[src/ssf_pkg.sv]
// package: offsets, field positions, reset values and types of the serial status/format block
// assumes byte addressing on a 32-bit avalon slave port, one register per aligned word
package ssf_pkg;
	// ------------------------------------------------------------
	// register byte offsets
	// ------------------------------------------------------------
	localparam logic [4:0] ADDR_STATUS = 5'h00;
	localparam logic [4:0] ADDR_SCMODE = 5'h04;
	localparam logic [4:0] ADDR_CTRL   = 5'h08;
	localparam logic [4:0] ADDR_RXDATA = 5'h0c;
	localparam logic [4:0] ADDR_TXDATA = 5'h10;
	// ------------------------------------------------------------
	// status field positions
	// ------------------------------------------------------------
	localparam int ST_TRANSMIT_EMPTY_FLAG = 7;
	localparam int ST_RECEIVE_FULL_FLAG = 6;
	localparam int ST_OVERRUN_FLAG = 5;
	localparam int ST_ERR4 = 4;
	localparam int ST_PER  = 3;
	localparam int ST_TRANSMIT_END_FLAG = 2;
	localparam int ST_MPB  = 1;
	localparam int ST_TRANSMIT_MULTIPROC_BIT = 0;
	localparam logic [7:0] ST_CLEARABLE = 8'hfc;
	// ------------------------------------------------------------
	// control and smart card mode fields
	// ------------------------------------------------------------
	localparam int CT_TE    = 0;
	localparam int CT_RE    = 1;
	localparam int CT_SYNC  = 2;
	localparam int CT_SEVEN = 3;
	localparam int CT_GM    = 4;
	localparam int CT_BLK   = 5;
	localparam int CT_CLOCK_PULSE_SELECT_LO  = 6;
	localparam int SC_HI    = 7;
	localparam int SC_DIR   = 3;
	localparam int SC_INV   = 2;
	localparam int SC_SMARTCARD_MODE_SELECT  = 0;
	localparam logic [7:0] RST_CTRL    = 8'h00;
	localparam logic [7:0] RST_SCMODE  = 8'h80;
	localparam logic [7:0] SC_RSVD     = 8'h72;
	localparam logic [7:0] SC_WR_MASK  = 8'h8d;
	localparam logic [7:0] RST_TXDATA  = 8'hff;
	// ------------------------------------------------------------
	// transmit-end delays in etu, counted in half etu
	// ------------------------------------------------------------
	localparam real ETU_NORMAL = 12.5;
	localparam real ETU_BLOCK  = 11.5;
	localparam real ETU_GSM    = 11.0;
	localparam logic [4:0] HALF_NORMAL = 5'(int'(ETU_NORMAL * 2.0));
	localparam logic [4:0] HALF_BLOCK  = 5'(int'(ETU_BLOCK * 2.0));
	localparam logic [4:0] HALF_GSM    = 5'(int'(ETU_GSM * 2.0));
	localparam logic [9:0] CYCLES_PER_BIT [8] = '{10'd93, 10'd128, 10'd186, 10'd512,
		10'd32, 10'd64, 10'd372, 10'd256};
	// ------------------------------------------------------------
	// types
	// ------------------------------------------------------------
	typedef struct packed {
		logic       done;
		logic [7:0] data;
		logic       stopBit;
		logic       parityErr;
		logic       received_multiproc_bit;
	} ssf_rx_event_t;
	typedef enum logic {BUS_IDLE, BUS_ACK} ssf_bus_state_t;
endpackage

[src/ssf_status_format.sv]
// serial port status flags, smart card format register and avalon slave
// Behaviour
// - async framing error when first stop bit 0
// - framing error stores byte, receive-full stays clear
// - flags clear only by 0 after 1-read or by dma
// - receive disable keeps receive flags unchanged
// - parity error stores byte, halts reception
// - normal transmit end follows last bit, empty
// - received multiprocessor bit captured, kept
// - transmit multiprocessor bit appended per character
// - transmit-empty set on disable or load
// - receive-full set on clean reception
// - overrun keeps old byte, blocks reception
// - smart card error signal low sets flag
// - smart card transmit end after etu delay
// - smart card transmit end cleared by write/dma
// - top mode bit extends clock-pulse select
// - clock-pulse code maps to cycles per bit
// - reserved mode bits read as one
// - msb-first only for eight-bit characters
// - invert data bits, never parity
// - bit zero selects smart card mode
// - format writes only while both directions off
// assumes shifters on ref_clk drive rxEvent, txTake, txLastBit and errWindow
//
// Added by the designer: the address map and the Avalon-MM register port.
`timescale 1ns/1ps
module ssf_status_format
	import ssf_pkg::*;
(
	// clock and reset
	input  wire logic          ref_clk,
	input  wire logic          rst_n,
	// avalon-mm slave
	input  wire logic [4:0]    avsAddress,
	input  wire logic          avsRead,
	input  wire logic          avsWrite,
	input  wire logic [31:0]   avsWriteData,
	input  wire logic [3:0]    avsByteEnable,
	output logic      [31:0]   avsReadData,
	output logic               avsWaitRequest,
	// receive shifter
	input  wire ssf_rx_event_t rxEvent,
	output logic               rxEnable,
	// transmit shifter
	input  wire logic          txTake,
	input  wire logic          txLastBit,
	output logic               txRequest,
	output logic      [7:0]    txData,
	output logic               txMultiprocBit,
	output logic               txEnable,
	// smart card line
	input  wire logic          scLine,
	input  wire logic          errWindow,
	// dma side
	input  wire logic          dmaTxWrite,
	input  wire logic [7:0]    dmaTxData,
	input  wire logic          dmaRxRead,
	// format to shifters
	output logic               smartcardMode,
	output logic               sevenBitChar,
	output logic               syncMode,
	output logic      [9:0]    cyclesPerBit
);
	// ------------------------------------------------------------
	// declarations
	// ------------------------------------------------------------
	ssf_bus_state_t busState_r;
	logic [31:0]    rdData_r;
	logic [7:0]     ctrl_r;
	logic [7:0]     scMode_r;
	logic [7:0]     armed_r;
	logic [7:0]     rdr_r;
	logic [7:0]     tdr_r;
	logic [7:0]     txData_r;
	logic [9:0]     cpb_r;
	logic           transmit_empty_flag_r;
	logic           receive_full_flag_r;
	logic           overrun_flag_r;
	logic           fer_r;
	logic           per_r;
	logic           ers_r;
	logic           transmit_end_flag_r;
	logic           mpbRx_r;
	logic           transmit_multiproc_bit_r;
	logic           lineMeta_r;
	logic           lineSync_r;
	logic           busAck;
	logic           wrStatus;
	logic           rdStatus;
	logic [7:0]     clr;
	logic [7:0]     statusVec;
	logic [31:0]    rdMux;
	logic           te;
	logic           re;
	logic           sc;
	logic           cfgOpen;
	logic           rxHalt;
	logic           txHalt;
	logic           rxAccept;
	logic           frameErr;
	logic           tdreClr;
	logic           etuExpire;
	logic [4:0]     halfEtus;
	logic [7:0]     rxFmt;
	logic [7:0]     txFmt;

	assign te       = ctrl_r[CT_TE];
	assign re       = ctrl_r[CT_RE];
	assign sc       = scMode_r[SC_SMARTCARD_MODE_SELECT];
	assign cfgOpen  = !te && !re;

	// ------------------------------------------------------------
	// avalon slave: one wait cycle, then acknowledge
	// ------------------------------------------------------------
	assign avsWaitRequest = (avsRead || avsWrite) && (busState_r == BUS_IDLE);
	assign busAck         = (avsRead || avsWrite) && (busState_r == BUS_ACK);
	assign avsReadData    = rdData_r;

	always_ff @(posedge ref_clk or negedge rst_n) begin
		if (!rst_n) begin
			busState_r <= BUS_IDLE;
		end else begin
			unique case (busState_r)
				BUS_IDLE: if (avsRead || avsWrite) busState_r <= BUS_ACK;
				BUS_ACK:  busState_r <= BUS_IDLE;
			endcase
		end
	end

	always_comb begin
		unique case (avsAddress)
			ADDR_STATUS: rdMux = {24'h000000, statusVec};
			ADDR_SCMODE: rdMux = {24'h000000, scMode_r | SC_RSVD};
			ADDR_CTRL:   rdMux = {24'h000000, ctrl_r};
			ADDR_RXDATA: rdMux = {24'h000000, rdr_r};
			default:     rdMux = 32'h00000000;
		endcase
	end

	always_ff @(posedge ref_clk or negedge rst_n) begin
		if (!rst_n) begin
			rdData_r <= 32'h00000000;
		end else if (avsRead && busState_r == BUS_IDLE) begin
			rdData_r <= rdMux;
		end
	end

	assign rdStatus = busAck && avsRead && avsAddress == ADDR_STATUS;
	assign wrStatus = busAck && avsWrite && avsAddress == ADDR_STATUS && avsByteEnable[0];

	// ------------------------------------------------------------
	// read record and write-zero clears
	// ------------------------------------------------------------
	assign statusVec = {transmit_empty_flag_r, receive_full_flag_r, overrun_flag_r, sc ? ers_r : fer_r, per_r, transmit_end_flag_r, mpbRx_r, transmit_multiproc_bit_r};

	// the record is what software was shown, so a later set is never armed
	always_ff @(posedge ref_clk or negedge rst_n) begin
		if (!rst_n) begin
			armed_r <= 8'h00;
		end else begin
			armed_r <= (armed_r | (rdStatus ? rdData_r[7:0] & ST_CLEARABLE : 8'h00)) & statusVec;
		end
	end

	assign clr = wrStatus ? (~avsWriteData[7:0] & armed_r) : 8'h00;

	// ------------------------------------------------------------
	// control and smart card mode registers
	// ------------------------------------------------------------
	always_ff @(posedge ref_clk or negedge rst_n) begin
		if (!rst_n) begin
			ctrl_r <= RST_CTRL;
		end else if (busAck && avsWrite && avsAddress == ADDR_CTRL && avsByteEnable[0]) begin
			if (cfgOpen) begin
				ctrl_r <= avsWriteData[7:0];
			end else begin
				ctrl_r[CT_TE] <= te && avsWriteData[CT_TE];
				ctrl_r[CT_RE] <= re && avsWriteData[CT_RE];
			end
		end
	end

	always_ff @(posedge ref_clk or negedge rst_n) begin
		if (!rst_n) begin
			scMode_r <= RST_SCMODE;
		end else if (busAck && avsWrite && avsAddress == ADDR_SCMODE && avsByteEnable[0] && cfgOpen) begin
			scMode_r <= avsWriteData[7:0] & SC_WR_MASK;
		end
	end

	always_ff @(posedge ref_clk or negedge rst_n) begin
		if (!rst_n) begin
			cpb_r <= 10'd0;
		end else begin
			cpb_r <= CYCLES_PER_BIT[{scMode_r[SC_HI], ctrl_r[CT_CLOCK_PULSE_SELECT_LO + 1], ctrl_r[CT_CLOCK_PULSE_SELECT_LO]}];
		end
	end

	assign cyclesPerBit  = cpb_r;
	assign smartcardMode = sc;
	assign sevenBitChar  = ctrl_r[CT_SEVEN];
	assign syncMode      = ctrl_r[CT_SYNC];

	// ------------------------------------------------------------
	// line synchroniser for the error signal
	// ------------------------------------------------------------
	always_ff @(posedge ref_clk or negedge rst_n) begin
		if (!rst_n) begin
			lineMeta_r <= 1'b1;
			lineSync_r <= 1'b1;
		end else begin
			lineMeta_r <= scLine;
			lineSync_r <= lineMeta_r;
		end
	end

	// ------------------------------------------------------------
	// receive path
	// ------------------------------------------------------------
	ssf_bit_format u_rx_fmt (
		.msbFirst (scMode_r[SC_DIR]),
		.sevenBit (ctrl_r[CT_SEVEN]),
		.invert   (scMode_r[SC_INV]),
		.dataIn   (rxEvent.data),
		.dataOut  (rxFmt)
	);

	assign rxHalt   = fer_r || per_r || overrun_flag_r;
	assign rxEnable = re && !rxHalt;
	assign rxAccept = rxEvent.done && rxEnable;
	// the shifter reports only the first stop bit
	assign frameErr = !sc && !syncMode && !rxEvent.stopBit;

	always_ff @(posedge ref_clk or negedge rst_n) begin
		if (!rst_n) begin
			rdr_r <= 8'h00;
		end else if (rxAccept && !receive_full_flag_r) begin
			rdr_r <= rxFmt;
		end
	end

	// none of the receive flags look at re, so disabling keeps them
	always_ff @(posedge ref_clk or negedge rst_n) begin
		if (!rst_n) begin
			receive_full_flag_r <= 1'b0;
		end else if (rxAccept && !receive_full_flag_r && !frameErr && !rxEvent.parityErr) begin
			receive_full_flag_r <= 1'b1;
		end else if (clr[ST_RECEIVE_FULL_FLAG] || dmaRxRead) begin
			receive_full_flag_r <= 1'b0;
		end
	end

	always_ff @(posedge ref_clk or negedge rst_n) begin
		if (!rst_n) begin
			overrun_flag_r <= 1'b0;
		end else if (rxAccept && receive_full_flag_r) begin
			overrun_flag_r <= 1'b1;
		end else if (clr[ST_OVERRUN_FLAG]) begin
			overrun_flag_r <= 1'b0;
		end
	end

	always_ff @(posedge ref_clk or negedge rst_n) begin
		if (!rst_n) begin
			fer_r <= 1'b0;
		end else if (rxAccept && !receive_full_flag_r && frameErr) begin
			fer_r <= 1'b1;
		end else if (clr[ST_ERR4] && !sc) begin
			fer_r <= 1'b0;
		end
	end

	always_ff @(posedge ref_clk or negedge rst_n) begin
		if (!rst_n) begin
			per_r <= 1'b0;
		end else if (rxAccept && !receive_full_flag_r && !frameErr && rxEvent.parityErr) begin
			per_r <= 1'b1;
		end else if (clr[ST_PER]) begin
			per_r <= 1'b0;
		end
	end

	always_ff @(posedge ref_clk or negedge rst_n) begin
		if (!rst_n) begin
			mpbRx_r <= 1'b0;
		end else if (rxAccept) begin
			mpbRx_r <= rxEvent.received_multiproc_bit;
		end
	end

	always_ff @(posedge ref_clk or negedge rst_n) begin
		if (!rst_n) begin
			ers_r <= 1'b0;
		end else if (sc && errWindow && !lineSync_r) begin
			ers_r <= 1'b1;
		end else if (clr[ST_ERR4] && sc) begin
			ers_r <= 1'b0;
		end
	end

	// ------------------------------------------------------------
	// transmit path
	// ------------------------------------------------------------
	ssf_bit_format u_tx_fmt (
		.msbFirst (scMode_r[SC_DIR]),
		.sevenBit (ctrl_r[CT_SEVEN]),
		.invert   (scMode_r[SC_INV]),
		.dataIn   (tdr_r),
		.dataOut  (txFmt)
	);

	always_ff @(posedge ref_clk or negedge rst_n) begin
		if (!rst_n) begin
			tdr_r <= RST_TXDATA;
		end else if (dmaTxWrite) begin
			tdr_r <= dmaTxData;
		end else if (busAck && avsWrite && avsAddress == ADDR_TXDATA && avsByteEnable[0]) begin
			tdr_r <= avsWriteData[7:0];
		end
	end

	always_ff @(posedge ref_clk or negedge rst_n) begin
		if (!rst_n) begin
			txData_r <= 8'h00;
		end else if (txTake) begin
			txData_r <= txFmt;
		end
	end

	always_ff @(posedge ref_clk or negedge rst_n) begin
		if (!rst_n) begin
			transmit_multiproc_bit_r <= 1'b0;
		end else if (wrStatus) begin
			transmit_multiproc_bit_r <= avsWriteData[ST_TRANSMIT_MULTIPROC_BIT];
		end
	end

	assign txMultiprocBit = transmit_multiproc_bit_r;
	assign txData         = txData_r;
	assign txHalt         = syncMode && !sc && rxHalt;
	assign txEnable       = te && !txHalt;
	assign txRequest      = txEnable && !transmit_empty_flag_r;
	assign tdreClr        = te && !txTake && (clr[ST_TRANSMIT_EMPTY_FLAG] || dmaTxWrite);

	always_ff @(posedge ref_clk or negedge rst_n) begin
		if (!rst_n) begin
			transmit_empty_flag_r <= 1'b1;
		end else if (!te || txTake) begin
			transmit_empty_flag_r <= 1'b1;
		end else if (tdreClr) begin
			transmit_empty_flag_r <= 1'b0;
		end
	end

	assign halfEtus = ctrl_r[CT_GM] ? HALF_GSM : (ctrl_r[CT_BLK] ? HALF_BLOCK : HALF_NORMAL);

	ssf_etu_timer u_etu (
		.ref_clk      (ref_clk),
		.rst_n        (rst_n),
		.start        (sc && txTake),
		.halfEtus     (halfEtus),
		.cyclesPerBit (cpb_r),
		.expire       (etuExpire)
	);

	always_ff @(posedge ref_clk or negedge rst_n) begin
		if (!rst_n) begin
			transmit_end_flag_r <= 1'b1;
		end else if (!te) begin
			transmit_end_flag_r <= 1'b1;
		end else if (sc) begin
			if (etuExpire && !ers_r && transmit_empty_flag_r) begin
				transmit_end_flag_r <= 1'b1;
			end else if (clr[ST_TRANSMIT_END_FLAG] || dmaTxWrite) begin
				transmit_end_flag_r <= 1'b0;
			end
		end else if (txLastBit && transmit_empty_flag_r) begin
			transmit_end_flag_r <= 1'b1;
		end else if (tdreClr) begin
			transmit_end_flag_r <= 1'b0;
		end
	end
endmodule

[src/ssf_bit_format.sv]
// bit order and data inversion between a data register and a shifter
// assumes the same mapping serves both directions
`timescale 1ns/1ps
module ssf_bit_format
	import ssf_pkg::*;
(
	// control
	input  wire logic       msbFirst,
	input  wire logic       sevenBit,
	input  wire logic       invert,
	// data
	input  wire logic [7:0] dataIn,
	output logic      [7:0] dataOut
);
	logic [7:0] ordered;

	genvar i;
	generate
		for (i = 0; i < 8; i++) begin : g_bit
			// seven-bit characters stay lsb-first
			assign ordered[i] = (msbFirst && !sevenBit) ? dataIn[7 - i] : dataIn[i];
			// parity is produced elsewhere, so only data bits flip
			assign dataOut[i] = (sevenBit && i == 7) ? 1'b0 : ordered[i] ^ invert;
		end
	endgenerate
endmodule

[src/ssf_etu_timer.sv]
// one-shot delay timer in half-etu steps for smart card transmit end
// assumes one basic clock per ref_clk cycle
`timescale 1ns/1ps
module ssf_etu_timer
	import ssf_pkg::*;
(
	// clock and reset
	input  wire logic       ref_clk,
	input  wire logic       rst_n,
	// control
	input  wire logic       start,
	input  wire logic [4:0] halfEtus,
	input  wire logic [9:0] cyclesPerBit,
	// result
	output logic            expire
);
	logic [14:0] count_r;
	logic        run_r;
	logic [14:0] target;
	logic [14:0] product;

	// both factors widened first so the largest delay does not wrap
	assign product = 15'(halfEtus) * 15'(cyclesPerBit);
	assign target  = product >> 1;

	always_ff @(posedge ref_clk or negedge rst_n) begin
		if (!rst_n) begin
			count_r <= 15'h0000;
			run_r   <= 1'b0;
		end else if (start) begin
			count_r <= 15'h0001;
			run_r   <= 1'b1;
		end else if (run_r) begin
			count_r <= count_r + 15'h0001;
			run_r   <= (count_r != target);
		end
	end

	assign expire = run_r && (count_r == target);
endmodule

[config.mk]
export PLATFORM = sky130hd
export DESIGN_NAME = ssf_status_format
export DESIGN_NICKNAME = d
export VERILOG_FILES = /design/src/ssf_pkg.sv /design/src/ssf_status_format.sv /design/src/ssf_bit_format.sv /design/src/ssf_etu_timer.sv
export SDC_FILE = /design/constraint.sdc
export NUM_CORES = 1
export LEC_CHECK = 0
export BUFFER_PORTS_ARGS = -buffer_cell sky130_fd_sc_hd__buf_2
export CORE_MARGIN = 10
export CORE_UTILIZATION = 52
export CTS_BUF_LIST = sky130_fd_sc_hd__clkbuf_8
export DETAILED_ROUTE_END_ITERATION = 10
export GPL_TIMING_DRIVEN = 0
export MAX_ROUTING_LAYER = met4
export PLACE_DENSITY = 0.83
export SLEW_MARGIN = 30
export SYNTH_ARGS = -nofsm -noshare
export SYNTH_HDL_FRONTEND = slang
export SYNTH_SLANG_ARGS = --single-unit
[constraint.sdc]
create_clock -name ref_clk -period 3.9 [get_ports ref_clk]
set_clock_uncertainty 0.05 [all_clocks]
set_input_delay 0.195 -clock ref_clk [delete_from_list [all_inputs] [get_ports ref_clk]]
set_output_delay 0.195 -clock ref_clk [all_outputs]
set_load 0.05 [all_outputs]
==> results of run 1 <==
## state kept, by name, summed over array words and instances, names as in the netlist, 4 cells and up
register       count
cyclesPerBit      10
tdr_r              8
avsReadData        8
scMode_r           4
u_etu.count_r     15
rdr_r              8
armed_r            6
txData             8
ctrl_r             8
## how the worst max path moves through the flow
stage / endpoint / depth (start not counted) / slack (ns)
after global placement: u_etu.run_r$_DFF_PN0_ / 14 / -0.50
after detailed placement: u_etu.run_r$_DFF_PN0_ / 14 / -0.62
after global routing: u_etu.run_r$_DFF_PN0_ / 14 / -0.61
final: u_etu.run_r$_DFF_PN0_ / 14 / -0.44
after CTS: u_etu.run_r$_DFF_PN0_ / 14 / -0.40
after floorplan: u_etu.run_r$_DFF_PN0_ / 14 / -0.09
## kinds of logic (layout without fill, tap and decap cells)
group,count (synthesis),count (layout),share of synthesized area
and+or+nand+nor,183,185,0.149
AOI/OAI and AO/OA,104,104,0.111
buffers and inverters,99,206,0.0763
DFF,88,88,0.366
muxes,54,54,0.101
adders and majority gates,51,51,0.135
xor gates and xnor gates,41,41,0.0615
other,1,24,0.000618
## synthesized netlist by cell type (19+ instances only)
library cell	instances
buf_4	24
o21ai_0	40
nor2_1	42
a21oi_1	20
inv_1	50
nand2_1	64
xor2_1	24
mux2i_1	31
dfrtp_1	75
fa_1	24
ha_1	27
mux2_2	19
clkbuf_1	22
## area by class of cell
class                      instances  area (sq um)  area share
clock buffer                      11           151      0.0207
timing repair buffer              92           557      0.0760
buffer                            48           275      0.0376
inverter                          50           188      0.0256
multi-input combinational        459          3720       0.508
tap                              143           179      0.0244
clock inverter                     5          25.0     0.00341
sequential                        88          2230       0.304
## routing by layer
| metal | global-route usage | part of all wire |
|---|---|---|
| met5 | - | 0 |
| met4 | 0.0954 | 0.026 |
| met3 | 0.0447 | 0.076 |
| met2 | 0.321 | 0.47 |
| met1 | 0.241 | 0.42 |
## repair_timing
action / CTS / global route
setup buffers: 3 / 0
endpoints found under the hold margin: 92 / 0
pin swaps: 12 / 8
hold buffers: 12 / 0
cloned: 0 / 2
endpoints found under the setup margin: 2 / 2
resized for setup: 19 / 10
## critical path, cell delays in order, from the launching register on
cell,delay (ns)
dfrtp_2,0.47
or2_4,0.32
nand2_4,0.08
fa_1,0.43
inv_2,0.07
fa_1,0.44
fa_1,0.62
ha_4,0.24
nor2b_4,0.14
o21ai_2,0.17
a21oi_2,0.09
or3b_4,0.40
nor4_4,0.32
nand4_1,0.18
a21o_1,0.20
## report_power, final
part,total (mW),switching (mW),internal [mW]
combinational,2.98,1.69,1.30
clock,0.588,0.328,0.260
sequential,1.24,0.160,1.08
## per-stage QoR
stage | cell area (sq um) | setup TNS [ns] | power [mW] | cells
2_1_floorplan | 6270 | -0.146 | 3.31 | 644
3_3_place_gp | 6830 | -0.968 | 3.75 | 863
3_5_place_dp | 6870 | -1.22 | 3.90 | 864
4_1_cts | 7280 | -0.773 | 4.70 | 894
5_1_grt | 7330 | -1.20 | 5.18 | 896
6_report | 7330 | -0.848 | 4.81 | 896
==> results by group, run 1 <==
Min path
  • Min-delay src: dmaTxData[3]
  • Hold Path Class: primary input to flip-flop
  • WHS Endpoint: tdr_r[3]$_DFFE_PN1P_
  • Hold path depth: 3

GRT
  • Initial antenna violation count: 0
  • First-pass GRT wire length: 26200 um
  • Total gr overflow: 0
  • Vias in the first global route: 5381
  • Gr usage total: 0.203
  • Largest net degree at the start of global routing: 74

STA
  • Final period utilization: 1.11
  • Setup-failing EPs final: 2
  • Fmax: 230 MHz
  • Crit path time final: 4.34 ns
  • RSZ-0062 raised after global routing: yes
  • Fin. max-slew vios: 0
  • Post-route setup slack: -0.439 ns
  • Final Hold Violating Endpoints: 1
  • Slew @ Worst Pin: 0.858 ns
  • Worst relative slew slack: 0.423
  • Min Hold Slack: -0.00331 ns

Route
  • Routed wire length: 15700 um
  • Routed WL per cell: 17.5 um
  • DR pass1 iterations: 4
  • DRC: 0
  • DR vias: 4912
  • First DRT Iteration DRCs: 342
  • Routed vias/inst: 5.48
  • ANT nets after route: 0

Worst setup path
  • R2R Path End: u_etu.run_r$_DFF_PN0_
  • Critical Path AT: 4.56 ns
  • Worst Path Max Fanout: 5
  • CP endpoint kind: flip-flop
  • Worst Setup SP: ctrl_r[4]$_DFFE_PN0P_
  • Critical path type: flip-flop to flip-flop
  • WP data required: 4.12 ns
  • R2R setup slack: -0.44 ns
  • Crit start category: flip-flop
  • Reg2Reg Depth: 14
  • FF-to-FF Start: ctrl_r[4]$_DFFE_PN0P_

Place
  • Routability cong.: 0.903
  • DP Worst Slack: -0.617 ns
  • Dpl hpwl: 12200 um
  • Port Buffer Count: 76

Final layout
  • Area Growth Syn to Fin: 20.8%
  • Final nets: 870
  • Most frequent cells in the layout: 76 x buf_2, 65 x dfrtp_1, 59 x nand2_1
  • Fillcell total: 924
  • Post-layout util: 0.642
  • ANT cells: 0
  • Most common cell after layout, fill and taps aside: buf_2
  • Share of cells above drive strength 1: 0.276

Clocking
  • Num CTS Buffers: 9
  • CTS tree: done
  • CTS max path bufs: 2
  • CTS H-tree lvls: 3
  • Worst skew pair latency: 0.37 ns
  • Clock sinks: 88
  • CTS root buffer: clkbuf_8
  • Worst-path clk slew: 0.09 ns

Yosys
  • Synth Instances: 621
  • Synth area leaders: dfrtp_1 31%, fa_1 7.9%, dfstp_2 5.6%
  • Leading area contributor after synthesis: dfrtp_1
  • Yosys Warn Count: 0
  • Yosys reg bits: 88
  • Post-synth EDFFs: 0
  • Average size of a mapped cell: 9.77 sq um
  • Sequential share of the synthesized area: 0.366
  • FFs w/ async S/R, synth: 1.00
  • Top_reg_cell synth: dfrtp_1
  • Mapped Area: 6070 sq um
  • Post-synth top area share: 0.309
  • Unique masters post-synth: 61

Die
  • Die width: 128 um
  • Io pins: 129
  • Full die area: 16400 sq um
  • FP Rows: 39
  • Height of the die: 128 um
  • Core ar.: 11400 sq um
  • Initial core utilization: 0.531

Power
  • PwrDens: 656 nW/um^2
  • LEAKAGE: 3.54 nW
  • Peak supply drop: 0.000675 V

Run status
  • Status: finished with violations
  • Failing checks: hold timing, setup timing

Flow run
  • Maxcap violations: 0
Note: power is estimated with default switching activity, not from simulation.
==> run 2, diff against run 1 <==
Settings changed: SKIP_LAST_GASP set to 1.
==> results by group, run 2 (same netlist as run 1, synthesis figures left out) <==
Run status
  • Status: finished with violations
  • Failing checks: setup timing

Clocking
  • CTS tree: done
  • CTS root buffer: clkbuf_8
  • Worst-path clk slew: 0.08 ns
  • Worst skew pair latency: 0.37 ns
  • CTS H-tree lvls: 3
  • Clock sinks: 88
  • Num CTS Buffers: 9
  • CTS max path bufs: 2

Power
  • Int Power: 2.72 mW
  • Clock network power share: 0.118
  • Net switching power: 2.24 mW
  • LEAKAGE: 3.55 nW
  • Logic pwr share: 0.631
  • Sw frac: 0.451
  • PwrDens: 671 nW/um^2
  • Peak supply drop: 0.000867 V
  • Reg power frac: 0.250

Route
  • Routed vias/inst: 5.52
  • Top routing layer in use: met4
  • WL met3: 1150 um
  • Met1 WL: 6690 um
  • Routed WL per cell: 17.6 um
  • DR vias: 4960
  • ANT nets after route: 0
  • DRC: 0
  • First DRT Iteration DRCs: 367
  • Routed wire length: 15800 um
  • DR WL met2: 7510 um
  • DR pass1 iterations: 4

Final layout
  • Final nets: 872
  • ANT cells: 0
  • Most flops, register: u_etu.count_r
  • Most frequent cells in the layout: 76 x buf_2, 65 x dfrtp_1, 61 x nand2_1
  • Most common cell after layout, fill and taps aside: buf_2
  • Area Growth Syn to Fin: 21.7%
  • Share of cells above drive strength 1: 0.285
  • Largest register FFs: 15

Place
  • Routability cong.: 0.903
  • DP Worst Slack: -0.617 ns
  • Dpl hpwl: 12200 um
  • Port Buffer Count: 76

STA
  • Worst relative slew slack: 0.421
  • Slew @ Worst Pin: 0.860 ns
  • Fin. max-slew vios: 0
  • Setup-failing EPs final: 2
  • Crit path time final: 4.32 ns
  • Fmax: 232 MHz
  • RSZ-0062 raised after global routing: yes
  • Min Hold Slack: 0.000993 ns
  • Post-route setup slack: -0.415 ns
  • Final Hold Violating Endpoints: 0
  • Final period utilization: 1.11

GRT
  • Vias in the first global route: 5411
  • Largest net degree at the start of global routing: 74
  • First-pass GRT wire length: 26200 um
  • Initial antenna violation count: 0
  • Total gr overflow: 0
  • Gr usage total: 0.202

Die
  • Full die area: 16400 sq um
  • FP Rows: 39
  • Initial core utilization: 0.531
  • Core ar.: 11400 sq um
  • Height of the die: 128 um
  • Io pins: 129
  • Die width: 128 um

Worst setup path
  • Crit path max-delay family: adder cells
  • Critical Path AT: 4.53 ns
  • Crit-path cells: or2_4 > nand2_1 > fa_1 > inv_1 > fa_1 > fa_1 > ha_4 > o21ai_0 > o21a_2 > o31a_1 > o21ai_1 > xnor2_1 > nand4_1 > a21o_1
  • Buffer and inverter count on the worst path: 1
  • Worst Path Max Fanout: 5
  • WP data required: 4.12 ns
  • Crit-path max cell delay: 0.52 ns
  • Crit start category: flip-flop
  • CP endpoint kind: flip-flop
  • Slowest-stage cell, CP: fa_1
  • Critical path type: flip-flop to flip-flop
  • Cell mode on critical path: fa_1

Flow run
  • Maxcap violations: 0

Min path
  • Hold Path Class: primary input to flip-flop
## run 2: routing by layer
metal	up-vias	GRT usage
met5	-	-
li1	2327	-
met3	35	0.0455
met1	2398	0.239
met4	0	0.0967
met2	200	0.321
## run 2: power by group through the flow
stage / logic, mW / clock network, mW / registers (mW)
final: 3.13 / 0.586 / 1.24
after global placement: 2.52 / 0 / 1.23
after CTS: 2.85 / 0.595 / 1.23
after detailed placement: 2.65 / 0 / 1.25
after floorplan: 1.98 / 0 / 1.33
after global routing: 3.45 / 0.638 / 1.26
## run 2: worst paths after layout
kind,start,end,slack (ns),cells after the start
setup / recovery,ctrl_r[5]$_DFFE_PN0P_,u_etu.run_r$_DFF_PN0_,-0.42,14
setup reg to reg,ctrl_r[5]$_DFFE_PN0P_,u_etu.run_r$_DFF_PN0_,-0.42,14
min in group asynchronous,rst_n,busState_r$_DFF_PN0_,0.15,2
max in group asynchronous,rst_n,transmit_empty_flag_r$_DFFE_PN1P_,3.02,3
hold / removal,dmaTxData[3],tdr_r[3]$_DFFE_PN1P_,0.001,3
hold reg to reg,lineMeta_r$_DFF_PN1_,lineSync_r$_DFF_PN1_,0.31,0
## run 2: cell type report
class | instances | area [sq um]
Multi-Input combinational cell | 459 | 3760
Fill cell | 905 | 4040
Clock buffer | 11 | 151
Sequential cell | 88 | 2230
Tap cell | 143 | 179
Clock inverter | 5 | 25.0
Inverter | 50 | 188
Buffer | 48 | 279
Timing Repair Buffer | 94 | 572
## run 2: worst reg2reg max path, cell delays in order, from the launching register on
cell,delay (ns)
dfrtp_2,0.47
or2_4,0.32
nand2_1,0.14
fa_1,0.44
inv_1,0.08
fa_1,0.46
fa_1,0.52
ha_4,0.33
o21ai_0,0.10
o21a_2,0.26
o31a_1,0.34
o21ai_1,0.17
xnor2_1,0.17
nand4_1,0.16
a21o_1,0.20
## run 2: per-stage QoR
stage	setup TNS, ns	instances	cell area, sq um	util	power (mW)
final	-0.800	898	7380	0.647	4.95
after global routing	-1.16	898	7380	0.647	5.35
after CTS	-0.846	894	7260	0.636	4.68
after detailed placement	-1.22	864	6870	0.601	3.90
after global placement	-0.968	863	6830	0.599	3.75
after floorplan	-0.146	644	6270	-	3.31
## run 2: what timing repair did
action                                 CTS  global route
gates resized for setup                 16            21
cloned                                   0             2
pin swaps                               11            13
setup endpoints to repair                2             2
buffers inserted                         3             2
hold buffers                            12             0
endpoints found under the hold margin   92             0
